$ cat src/rtl/wake_pin_cfg.svh
`ifndef WAKE_PIN_CFG_SVH
`define WAKE_PIN_CFG_SVH
// register offsets (register port address)
`define WAKE_INPUT_SETUP_ADDR 8'h11
`define WAKE_BEHAVIOUR_SETUP_ADDR 8'h12
`define WAKE_INPUT_SETUP_RST 8'h04
`define WAKE_BEHAVIOUR_SETUP_RST 8'h02
// input setup fields
`define EDGE_SEL_HI 7
`define EDGE_SEL_LO 6
`define STAT_HI 5
`define STAT_LO 4
`define REJECT_HI 3
`define REJECT_LO 2
`define MAXW_HI 1
`define MAXW_LO 0
// behaviour setup fields
`define POL_BIT 7
`define SENSE_BIT 6
`define CYC_TIME_BIT 5
`define IRQ_SEL_HI 4
`define IRQ_SEL_LO 3
`define RX_IND_BIT 2
`define LEVEL_HI 1
`define LEVEL_LO 0
// timing
`define CLK_HZ 125000000
`define MS_CYCLES (`CLK_HZ / 1000)
`define REJECT_BASE_MS 5
`define MAXW_0_MS 750
`define MAXW_1_MS 1000
`define MAXW_2_MS 1500
`define MAXW_3_MS 2000
`define CYC_T0_US 30
`define CYC_T1_US 75
`define CYC_T0_CYCLES ((`CYC_T0_US * (`CLK_HZ / 1000000)))
`define CYC_T1_CYCLES ((`CYC_T1_US * (`CLK_HZ / 1000000)))
`define CYC_PERIOD_MS 10
`define RX_TOGGLE_US 10
`define RX_TOGGLE_CYCLES (`RX_TOGGLE_US * (`CLK_HZ / 1000000))
`endif

$ cat src/rtl/wake_pin_pkg.sv
package wake_pin_pkg;
    typedef enum logic [1:0] {EDGE_BOTH, EDGE_RISE, EDGE_FALL, EDGE_PULSE} edge_mode_t;
    typedef enum logic [1:0] {EV_NONE, EV_RISE, EV_FALL, EV_PULSE} wake_event_t;
    typedef enum logic [1:0] {IRQ_GLOBAL, IRQ_WDOG, IRQ_RSVD, IRQ_WAKE} irq_fn_t;
    // register port request
    typedef struct packed {
        logic wr;
        logic rd;
        logic [7:0] addr;
        logic [7:0] wdata;
    } reg_req_t;
    // configuration seen by the qualifier
    typedef struct packed {
        edge_mode_t mode;
        logic [1:0] reject_sel;
        logic [1:0] max_sel;
        logic pol;
        logic cyclic;
        logic cyc_time;
    } wake_cfg_t;
endpackage : wake_pin_pkg

$ cat src/rtl/wake_pin_detector.sv
// Summary of operation
// - edge select picks either, rise, fall, pulse
// - status holds last event, software writes zero
// - pulse at or below reject width invalid
// - pulse above maximum width is invalid
// - polarity bit sets pulse shape in pulse mode
// - sense bit picks static or cyclic sampling
// - fail-safe entry clears cyclic back to static
// - cyclic sample time 30 or 75 us
// - irq pin function chosen by two bits
// - rx line held low or toggles on wake
// - threshold midpoint field resets to 3 V
`timescale 1ns/10ps
`include "wake_pin_cfg.svh"
module wake_pin_detector #(
    parameter int unsigned MS_CYC = `MS_CYCLES,          // cycles per millisecond
    parameter int unsigned CYC_PERIOD = `CYC_PERIOD_MS * `MS_CYCLES // cyclic sensing period
) (
    input wire logic sys_clk,
    input wire logic reset_n,
    input wire wake_pin_pkg::reg_req_t reg_req,
    output logic [7:0] reg_rdata,
    input wire logic wake_in,
    input wire logic fail_safe_entry,
    input wire logic global_irq,
    input wire logic wdog_fail,
    output logic irq_out_n,
    output logic rxd_out,
    output logic [1:0] wake_level_sel,
    output logic sample_enable,
    output logic wake_event
);
    import wake_pin_pkg::*;

    // reset images of both registers; fields are picked out of them below
    localparam logic [7:0] IN_RST = `WAKE_INPUT_SETUP_RST;
    localparam logic [7:0] BEH_RST = `WAKE_BEHAVIOUR_SETUP_RST;

    // register fields
    logic [1:0] edge_sel_r;
    logic [1:0] stat_r;
    logic [1:0] reject_sel_r;
    logic [1:0] max_sel_r;
    logic pol_r;
    logic sense_r;
    logic cyclic_sample_time_sel;
    logic [1:0] irq_pin_function_sel;
    logic rx_wake_indication_sel;
    logic [1:0] level_r;
    wake_cfg_t cfg;

    // detection state
    logic pin_r;             // last accepted pin level
    logic in_pulse_r;        // pulse measurement running
    logic [31:0] width_r;    // pulse width in cycles
    logic [31:0] cyc_cnt_r;  // cyclic period counter
    wake_event_t ev_nxt;
    logic ev_valid;
    logic wake_pend_r;       // wake indication pending
    logic [15:0] tog_cnt_r;
    logic rx_tog_r;

    logic wr_in, wr_beh;
    assign wr_in = reg_req.wr && (reg_req.addr == `WAKE_INPUT_SETUP_ADDR);
    assign wr_beh = reg_req.wr && (reg_req.addr == `WAKE_BEHAVIOUR_SETUP_ADDR);

    // one driver for the whole configuration bundle
    assign cfg = '{mode: edge_mode_t'(edge_sel_r), reject_sel: reject_sel_r, max_sel: max_sel_r,
                   pol: pol_r, cyclic: sense_r, cyc_time: cyclic_sample_time_sel};

    // input setup register, plain fields
    always_ff @(posedge sys_clk) begin
        if (!reset_n) begin
            edge_sel_r <= IN_RST[`EDGE_SEL_HI:`EDGE_SEL_LO];
            reject_sel_r <= IN_RST[`REJECT_HI:`REJECT_LO];
            max_sel_r <= IN_RST[`MAXW_HI:`MAXW_LO];
        end else if (wr_in) begin
            edge_sel_r <= reg_req.wdata[`EDGE_SEL_HI:`EDGE_SEL_LO];
            reject_sel_r <= reg_req.wdata[`REJECT_HI:`REJECT_LO];
            max_sel_r <= reg_req.wdata[`MAXW_HI:`MAXW_LO];
        end
    end

    // status field: hardware event wins over a software zero write
    always_ff @(posedge sys_clk) begin
        if (!reset_n) begin
            stat_r <= IN_RST[`STAT_HI:`STAT_LO];
        end else if (ev_valid) begin
            stat_r <= ev_nxt;
        end else if (wr_in && reg_req.wdata[`STAT_HI:`STAT_LO] == 2'h0) begin
            stat_r <= 2'h0;
        end
    end

    // status follows the event that was qualified one cycle before
    property p_stat_set;
        @(posedge sys_clk) disable iff (!reset_n) ev_valid |=> stat_r == $past(ev_nxt);
    endproperty
    a_stat_set: assert property (p_stat_set) else $error("status not updated");

    // behaviour setup register
    always_ff @(posedge sys_clk) begin
        if (!reset_n) begin
            pol_r <= BEH_RST[`POL_BIT];
            cyclic_sample_time_sel <= BEH_RST[`CYC_TIME_BIT];
            irq_pin_function_sel <= BEH_RST[`IRQ_SEL_HI:`IRQ_SEL_LO];
            rx_wake_indication_sel <= BEH_RST[`RX_IND_BIT];
            level_r <= BEH_RST[`LEVEL_HI:`LEVEL_LO];
        end else if (wr_beh) begin
            pol_r <= reg_req.wdata[`POL_BIT];
            cyclic_sample_time_sel <= reg_req.wdata[`CYC_TIME_BIT];
            irq_pin_function_sel <= reg_req.wdata[`IRQ_SEL_HI:`IRQ_SEL_LO];
            rx_wake_indication_sel <= reg_req.wdata[`RX_IND_BIT];
            level_r <= reg_req.wdata[`LEVEL_HI:`LEVEL_LO];
        end
    end

    // sense bit: fail-safe entry overrides software write
    always_ff @(posedge sys_clk) begin
        if (!reset_n) begin
            sense_r <= BEH_RST[`SENSE_BIT];
        end else if (fail_safe_entry) begin
            sense_r <= 1'b0;
        end else if (wr_beh) begin
            sense_r <= reg_req.wdata[`SENSE_BIT];
        end
    end

    // fail-safe entry always returns to static sensing
    property p_fs_clear;
        @(posedge sys_clk) disable iff (!reset_n) fail_safe_entry |=> !sense_r;
    endproperty
    a_fs_clear: assert property (p_fs_clear) else $error("sense not cleared on fail-safe");

    assign wake_level_sel = level_r;

    // read mux, unmapped reads return zero
    always_comb begin
        reg_rdata = 8'h00;
        if (reg_req.rd && reg_req.addr == `WAKE_INPUT_SETUP_ADDR) begin
            reg_rdata = {edge_sel_r, stat_r, reject_sel_r, max_sel_r};
        end else if (reg_req.rd && reg_req.addr == `WAKE_BEHAVIOUR_SETUP_ADDR) begin
            reg_rdata = {pol_r, sense_r, cyclic_sample_time_sel, irq_pin_function_sel,
                         rx_wake_indication_sel, level_r};
        end
    end

    // cyclic sensing window: sample only during the first part of each period
    always_ff @(posedge sys_clk) begin
        if (!reset_n || !cfg.cyclic) begin
            cyc_cnt_r <= 32'h0;
        end else if (cyc_cnt_r >= CYC_PERIOD - 1) begin
            cyc_cnt_r <= 32'h0;
        end else begin
            cyc_cnt_r <= cyc_cnt_r + 32'h1;
        end
    end

    // static sensing samples every cycle; cyclic only inside the window
    always_comb begin
        if (!cfg.cyclic) begin
            sample_enable = 1'b1;
        end else if (cfg.cyc_time) begin
            sample_enable = cyc_cnt_r < `CYC_T1_CYCLES;
        end else begin
            sample_enable = cyc_cnt_r < `CYC_T0_CYCLES;
        end
    end

    // static sensing never gates the pin
    property p_static;
        @(posedge sys_clk) disable iff (!reset_n) !sense_r |-> sample_enable;
    endproperty
    a_static: assert property (p_static) else $error("static sensing gated");

    // width limits in cycles; minimum valid is one cycle above the reject width
    logic [31:0] reject_cyc, max_cyc;
    always_comb begin
        reject_cyc = (`REJECT_BASE_MS << cfg.reject_sel) * MS_CYC;
        unique case (cfg.max_sel)
            2'h0: max_cyc = `MAXW_0_MS * MS_CYC;
            2'h1: max_cyc = `MAXW_1_MS * MS_CYC;
            2'h2: max_cyc = `MAXW_2_MS * MS_CYC;
            2'h3: max_cyc = `MAXW_3_MS * MS_CYC;
        endcase
    end

    logic rise, fall, lead_edge, trail_edge;
    assign rise = sample_enable && wake_in && !pin_r;
    assign fall = sample_enable && !wake_in && pin_r;
    // polarity 0 expects low-high-low, 1 expects high-low-high
    assign lead_edge = cfg.pol ? fall : rise;
    assign trail_edge = cfg.pol ? rise : fall;

    // pin level tracking; reset loads the live level so no false edge follows reset
    always_ff @(posedge sys_clk) begin
        if (!reset_n) begin
            pin_r <= wake_in;
        end else if (sample_enable) begin
            pin_r <= wake_in;
        end
    end

    // pulse width measurement, saturating one cycle above the selected maximum
    always_ff @(posedge sys_clk) begin
        if (!reset_n || cfg.mode != EDGE_PULSE) begin
            in_pulse_r <= 1'b0;
            width_r <= 32'h0;
        end else if (lead_edge) begin
            in_pulse_r <= 1'b1;
            width_r <= 32'h1; // leading cycle is the first cycle of the pulse
        end else if (trail_edge) begin
            in_pulse_r <= 1'b0;
        end else if (in_pulse_r && width_r <= max_cyc) begin
            width_r <= width_r + 32'h1;
        end
    end

    // event classification
    always_comb begin
        ev_valid = 1'b0;
        ev_nxt = EV_NONE;
        unique case (cfg.mode)
            EDGE_BOTH: begin
                ev_valid = rise || fall;
                ev_nxt = rise ? EV_RISE : EV_FALL;
            end
            EDGE_RISE: begin
                ev_valid = rise;
                ev_nxt = EV_RISE;
            end
            EDGE_FALL: begin
                ev_valid = fall;
                ev_nxt = EV_FALL;
            end
            EDGE_PULSE: begin
                // width above reject and not beyond maximum
                ev_valid = in_pulse_r && trail_edge && (width_r > reject_cyc) && (width_r <= max_cyc);
                ev_nxt = EV_PULSE;
            end
        endcase
    end

    // short pulses never qualify
    property p_short_pulse;
        @(posedge sys_clk) disable iff (!reset_n)
            (cfg.mode == EDGE_PULSE && width_r <= reject_cyc) |-> !ev_valid;
    endproperty
    a_short_pulse: assert property (p_short_pulse) else $error("short pulse accepted");

    // over-long pulses never qualify
    property p_long_pulse;
        @(posedge sys_clk) disable iff (!reset_n)
            (cfg.mode == EDGE_PULSE && width_r > max_cyc) |-> !ev_valid;
    endproperty
    a_long_pulse: assert property (p_long_pulse) else $error("long pulse accepted");

    // a falling edge in rising mode leaves no falling status behind
    property p_rise_only;
        @(posedge sys_clk) disable iff (!reset_n)
            (cfg.mode == EDGE_RISE && fall) |=> stat_r != EV_FALL || $past(stat_r) == EV_FALL;
    endproperty
    a_rise_only: assert property (p_rise_only) else $error("fall seen in rise mode");

    // wake pending until status is cleared by software
    always_ff @(posedge sys_clk) begin
        if (!reset_n) begin
            wake_pend_r <= 1'b0;
            wake_event <= 1'b0;
        end else begin
            wake_event <= ev_valid;
            if (ev_valid) begin
                wake_pend_r <= 1'b1;
            end else if (wr_in && reg_req.wdata[`STAT_HI:`STAT_LO] == 2'h0) begin
                wake_pend_r <= 1'b0;
            end
        end
    end

    // rx indication toggle generator
    always_ff @(posedge sys_clk) begin
        if (!reset_n || !wake_pend_r) begin
            tog_cnt_r <= 16'h0;
            rx_tog_r <= 1'b0;
        end else if (tog_cnt_r >= 16'(`RX_TOGGLE_CYCLES - 1)) begin
            tog_cnt_r <= 16'h0;
            rx_tog_r <= ~rx_tog_r;
        end else begin
            tog_cnt_r <= tog_cnt_r + 16'h1;
        end
    end

    // rx line: idle high; on wake held low or toggling
    always_ff @(posedge sys_clk) begin
        if (!reset_n) begin
            rxd_out <= 1'b1;
        end else begin
            rxd_out <= !wake_pend_r ? 1'b1 : (rx_wake_indication_sel ? rx_tog_r : 1'b0);
        end
    end

    // held-low indication once the pending wake has settled
    property p_rx_low;
        @(posedge sys_clk) disable iff (!reset_n)
            (wake_pend_r && !rx_wake_indication_sel) [*2] |-> !rxd_out;
    endproperty
    a_rx_low: assert property (p_rx_low) else $error("rx not low on wake");

    // interrupt pin function select; reserved code leaves pin inactive
    always_ff @(posedge sys_clk) begin
        if (!reset_n) begin
            irq_out_n <= 1'b1;
        end else begin
            unique case (irq_fn_t'(irq_pin_function_sel))
                IRQ_GLOBAL: irq_out_n <= !global_irq;
                IRQ_WDOG: irq_out_n <= !wdog_fail;
                IRQ_RSVD: irq_out_n <= 1'b1;
                IRQ_WAKE: irq_out_n <= !wake_pend_r;
            endcase
        end
    end

    // wake request function drives the pin low one cycle later
    property p_irq_wake;
        @(posedge sys_clk) disable iff (!reset_n)
            (irq_pin_function_sel == 2'h3 && wake_pend_r) |=> !irq_out_n;
    endproperty
    a_irq_wake: assert property (p_irq_wake) else $error("wake request not on irq pin");
endmodule : wake_pin_detector

$ cat config.mk
export PLATFORM = sky130hd
export DESIGN_NAME = wake_pin_detector
export DESIGN_NICKNAME = d
export VERILOG_FILES = /design/src/rtl/wake_pin_pkg.sv /design/src/rtl/wake_pin_detector.sv
export VERILOG_INCLUDE_DIRS = /design/src /design/src/rtl
export SDC_FILE = /design/constraint.sdc
export NUM_CORES = 1
export LEC_CHECK = 0
export BUFFER_PORTS_ARGS = -buffer_cell sky130_fd_sc_hd__buf_2
export CAP_MARGIN = 0
export CORE_UTILIZATION = 35
export DETAILED_ROUTE_END_ITERATION = 7
export PLACE_DENSITY = 0.52
export SYNTH_ARGS = -nofsm -noshare
export SYNTH_HDL_FRONTEND = slang
export SYNTH_SLANG_ARGS = --single-unit
$ cat constraint.sdc
create_clock -name sys_clk -period 5.5 [get_ports sys_clk]
set_input_delay 1.65 -clock sys_clk [delete_from_list [all_inputs] [get_ports sys_clk]]
set_output_delay 1.65 -clock sys_clk [all_outputs]
set_load 0.02 [all_outputs]
==> results of run 1 <==
[registers in the layout (all words and copies together) (netlist names), 2 cells and up]
register	flops
tog_cnt_r	16
reject_sel_r	2
stat_r	2
cyc_cnt_r	32
width_r	32
edge_sel_r	2
irq_pin_function_sel	2
max_sel_r	2
wake_level_sel	2
[final cells by class]
cell class / count / area (um2) / share of cell area [%]
Clock buffer: 10 / 229 / 3.43
Clock inverter: 5 / 33.8 / 0.507
Inverter: 43 / 161 / 2.42
Multi-Input combinational cell: 534 / 3670 / 55.1
Sequential cell: 103 / 2070 / 31.1
Tap cell: 220 / 275 / 4.13
Timing Repair Buffer: 42 / 223 / 3.34
[kinds of logic after synthesis]
group | share of synthesized area (%)
buffers and inverters | 4.46
flip-flops | 34.8
multiplexers | 3.47
other | 0.0630
AO/OA/AOI/OAI | 12.9
AND/OR/NAND/NOR | 23.6
XOR/XNOR | 5.59
adder cells (fa/ha/maj) | 15.1
[per-stage QoR]
step	total power (uW)	std cells	hold slack (ps)
after global placement	809	942	417
after floorplan	795	701	408
after CTS	1400	957	432
after global routing	1450	957	459
final	1390	957	430
after detailed placement	810	942	422
[critical path: cells and delay by family]
family	cells	cell delay, ps
and+or+nand+nor	4	1280
buffers and inverters	3	440
AOI/OAI and AO/OA	1	140
[what timing repair did]
item / 4_1_cts / 5_1_grt
endpoints found under the setup margin: 0 / 4
hold buffers: 0 / 0
gates resized for setup: 0 / 2
[layer usage]
layer	vias to the layer above	wire length, um	share of wire [%]
met5	-	0	0
met4	0	148	1.1
met3	11	610	4.6
met2	103	5770	44
met1	2300	6660	50
li1	2500	-	-
[cell usage after synthesis (all sizes together), types with 8 or more instances]
library cell  count  area, um2
dfxtp           102       2040
nor2             76        285
ha               72        901
nand2            50        195
inv              43        161
a21oi            42        210
nand3            27        135
o21ai            25        125
nand4            21        146
xnor2            21        184
xor2             17        149
nor2b            16        100
clkbuf           15       56.3
mux2i            15        150
or3              15       93.8
nor3             12       60.1
nor4             10       62.6
a22o              9       78.8
or4               9       71.3
o31ai             8       60.1
[power breakdown]
group	leakage, uW	switching (uW)	internal (uW)
logic	0.00168	17.0	15.2
registers	0.000839	4.06	756
clock network	0.000125	287	305
total	0.00264	309	1080
[worst min path at each step]
| stage | start | end | slack, ps | depth (start not counted) |
|---|---|---|---|---|
| global route | width_r[30] | width_r[30] | 460 | 2 |
| detailed placement | width_r[30] | width_r[30] | 420 | 2 |
| CTS | width_r[30] | width_r[30] | 430 | 2 |
| finish | width_r[29] | width_r[29] | 430 | 2 |
| floorplan | width_r[31] | width_r[31] | 410 | 2 |
| global placement | width_r[29] | width_r[29] | 420 | 2 |
[placed cells by master, fill, tap and decap left out, types with 5 or more instances in the layout]
cell type,count
dfxtp_1,101
nor2_1,76
ha_1,72
nand2_1,49
inv_1,43
a21oi_1,42
buf_2,37
nand3_1,27
xnor2_1,21
nand4_1,20
xor2_1,17
nor2b_1,16
conb_1,16
o21ai_0,15
or3_1,15
mux2i_1,15
nor3_1,12
nor4_1,10
o21ai_1,10
a22o_1,9
clkbuf_16,9
or4_1,8
o31ai_1,8
a21o_1,6
nand2b_1,6
and2_1,5
nor3b_1,5
and3_1,5
buf_4,5
==> results.cfg, run 1 <==
[global_route]
grt_max_degree = 29
grt_pass1_wl_mm = 21.9
use_met2_pct = 24.8
grt.busiest_layer = met2
antenna_found_initial = 0
first_global_vias = 4590
met1_usage_pct = 20.8
overflow = 0
track_usage_pct = 15.5
use_met3_pct = 3.54

[worst_setup_path]
critPathArrivalTime_ps = 3510
critical-path-max-stage-delay_ps = 650
required_ps = 3850
startpoint = reg_req[13]
crit_type = primary input to primary output
end_kind = primary output
critPathCapture = reg_rdata[7]
reg2reg_depth = 19
r2r-end = stat_r[1]
r2r_setup_slack_ps = 530
startpoint_type = primary input
regToRegStartpoint = reject_sel_r[0]
cp_common_cell = buf_2
path_cells = buf_2 > or4b_2 > nor3_1 > nand2_1 > nor3b_1 > buf_4 > a22o_1 > buf_2
path_max_fanout = 8
crit_slowest_cell = or4b_2

[clock_network]
cts.path.max_buffers = 2
cts_setup_buffers = 0
cts_tree = yes
numCtsBuffers = 9
cts_root_buffer = clkbuf_16
clk_pin_slew_ps = 70
clkLatencyLatePin_ps = 350
clock_sinks = 103
h-tree-depth = 3

[sta]
setup_slack_ps = 340
hold_viol_final = 0
layout_min_cycle_time_ps = 5160
finalSetupTns_ps = 0
setup_violations = 0
max_freq_mhz = 194
clock_skew_ps = 9.78
slew_headroom_pct = 37.8
worst_pin_slew_ps = 925
rsz0062_at_grt = false
slew_viol_final = 0
fin_crit_sh_pct = 93.8

[die]
die_h_um = 132
rows = 47
start_util_pct = 35.9
dieArea_um2 = 17500
ios = 38
coreArea_um2 = 16600
die_w_um = 132

[drt]
antenna_left = 0
vias = 4914
first_pass_iters = 5
post_drt_wl_per_cell_um = 13.8
viasPerCell = 5.13
drt_iter0_markers = 232
drc_errors = 0
wl_mm = 13.2

[cells_and_area]
nets = 829
drive_above_1_share_pct = 9.77
syn2layout_area_growth_pct = 12.0
fillers = 1703
stdcell_area_um2 = 6670
num_antenna_cells = 0
fin_util_pct = 40.2

[yosys]
synthDistinctLibCells = 64
synth_cells = 686
synth-seq-cells = 103
ys.warnings.count = 0
async_flop_share_pct = 0
ys.flop_type = dfxtp_1
synth_edf_count = 1
seq_area_frac_synth_pct = 34.8
avgSynthCellArea_um2 = 8.67
synth.cell_area_um2 = 5950

[job]
drv_cap = 0

[run_status]
status = completed

[placement]
hpwl_mm = 9.93
io_buffers = 37
place_area_um2 = 6400
place.gp.congestion = 0.804
place_ws_ps = 295

[pwr]
p_leak_uw = 0.00264
powerDensity_nw_per_um2 = 208
vdd_drop_max_mv = 0.140

[worst_hold_path]
holdCritPathClass = flip-flop to flip-flop
Power figures use the tool's default switching activity.
==> inputs of run 2 (changes only) <==
CELL_PAD_IN_SITES_DETAIL_PLACEMENT = 0   (was not set)
CELL_PAD_IN_SITES_GLOBAL_PLACEMENT = 1   (was not set)
PLACE_DENSITY = 0.64   (was 0.52)
clock period = 6.1 ns   (was 5.5 ns; I/O delays follow)
==> run 2 against run 1 <==
Via count down 2.3%. Largest power group unchanged. Sequential power decreased by 10%. Cell area up 0.19%. Worst hold slack better by 1.8 ps. Die area did not move. Non-clock buffer count down 2. Global-route usage grew 0.57 points. Largest cell class unchanged. First-iteration DRC count down 33%. Critical path depth unchanged.
==> results.cfg, run 2 (synthesis results as in run 1) <==
[drt]
viasPerCell = 5.02
first_pass_iters = 5
post_drt_wl_per_cell_um = 13.9
drc_errors = 0
wl_mm = 13.3
antenna_left = 0
drt_iter0_markers = 155
vias = 4802

[worst_setup_path]
path_max_fanout = 8
r2r-end = stat_r[1]
crit_type = primary input to primary output
reg2reg_depth = 19
required_ps = 4270
r2r_setup_slack_ps = 860
startpoint_type = primary input
critPathArrivalTime_ps = 3750
critPathCapture = reg_rdata[3]
end_kind = primary output
regToRegStartpoint = reject_sel_r[0]
startpoint = reg_req[13]

[die]
rows = 47
ios = 38
die_h_um = 132
start_util_pct = 35.9
coreArea_um2 = 16600
dieArea_um2 = 17500
die_w_um = 132

[global_route]
grt_pass1_wl_mm = 23.0
overflow = 0
first_global_vias = 4660
track_usage_pct = 16.1
antenna_found_initial = 0
grt_max_degree = 35

[placement]
place.gp.congestion = 0.799
place_ws_ps = 512
hpwl_mm = 10.0
io_buffers = 37
numPlacedInstances = 940

[sta]
fin_crit_sh_pct = 91.5
rsz0062_at_grt = false
hold_viol_final = 0
finalSetupTns_ps = 0
worst_pin_slew_ps = 859
slew_viol_final = 0
clock_skew_ps = 7.22
layout_min_cycle_time_ps = 5580
slew_headroom_pct = 42.2
setup_violations = 0
max_freq_mhz = 179
setup_slack_ps = 516

[cells_and_area]
stdcell_count = 956
num_antenna_cells = 0
layout.cells.most_common = dfxtp_1
fillers = 1714
fin_util_pct = 40.3
syn2layout_area_growth_pct = 12.2
nets = 827
mostFrequentLayoutCells = dfxtp_1, nor2_1, ha_1
multi_input_area_um2 = 3670
drive_above_1_share_pct = 9.65
final-seq-area_um2 = 2070
reg.largest.list = cyc_cnt_r: 32 flops, width_r: 32 flops, tog_cnt_r: 16 flops

[worst_hold_path]
min_from = width_r[29]
holdCritPathClass = flip-flop to flip-flop

[pwr]
powerDensity_nw_per_um2 = 191
p_leak_uw = 0.00264
finalPower_uw = 1270
vdd_drop_max_mv = 0.118

[clock_network]
h-tree-depth = 3
cts-resized-gates = 0
cts_tree = yes
clkLatencyLatePin_ps = 350
cts_root_buffer = clkbuf_16
numCtsBuffers = 9
clock_sinks = 103
cts_setup_buffers = 0
clk_pin_slew_ps = 70
hold_buffers = 0
cts.path.max_buffers = 2

[run_status]
status = completed

[job]
drv_cap = 0
[run 2: critical path: stages]
cell and delay [ps]:
buf_2 90, or4b_2 650, nor3_1 290, nand2_1 160, nor3b_1 240, buf_4 190
a22o_1 140, buf_2 160
[run 2: worst min path at each step]
stage | to | cells after the start | slack, ps
6_report | width_r[29] | 2 | 430
5_1_grt | width_r[29] | 2 | 450
4_1_cts | width_r[30] | 2 | 430
3_5_place_dp | width_r[30] | 2 | 420
3_3_place_gp | width_r[29] | 2 | 420
2_1_floorplan | width_r[31] | 2 | 410
[run 2: cell type report]
type                       instances  share of cell area (%)
tap                              220                    4.12
timing repair buffer              40                    3.11
multi-input combinational        534                    54.9
clock inverter                     7                    1.01
inverter                          43                    2.42
clock buffer                       9                    3.37
sequential                       103                    31.0
[run 2: through the flow]
stage,area (um2),hold slack (ps)
final,6680,431
after global routing,6680,455
after CTS,6680,433
after detailed placement,6390,422
after global placement,6390,418
after floorplan,6010,408
[run 2: routing by layer]
| metal | vias to the layer above | wire length (um) | track usage (%) |
|---|---|---|---|
| met5 | - | 0 | 0 |
| met4 | 0 | 191 | 5.43 |
| met3 | 16 | 429 | 3.08 |
| met2 | 65 | 5960 | 25.9 |
| met1 | 2228 | 6740 | 21.5 |
| li1 | 2493 | - | - |
[run 2: power breakdown]
part	internal [uW]	switching [uW]
combinational	13.7	15.4
sequential	682	3.48
clock	286	273
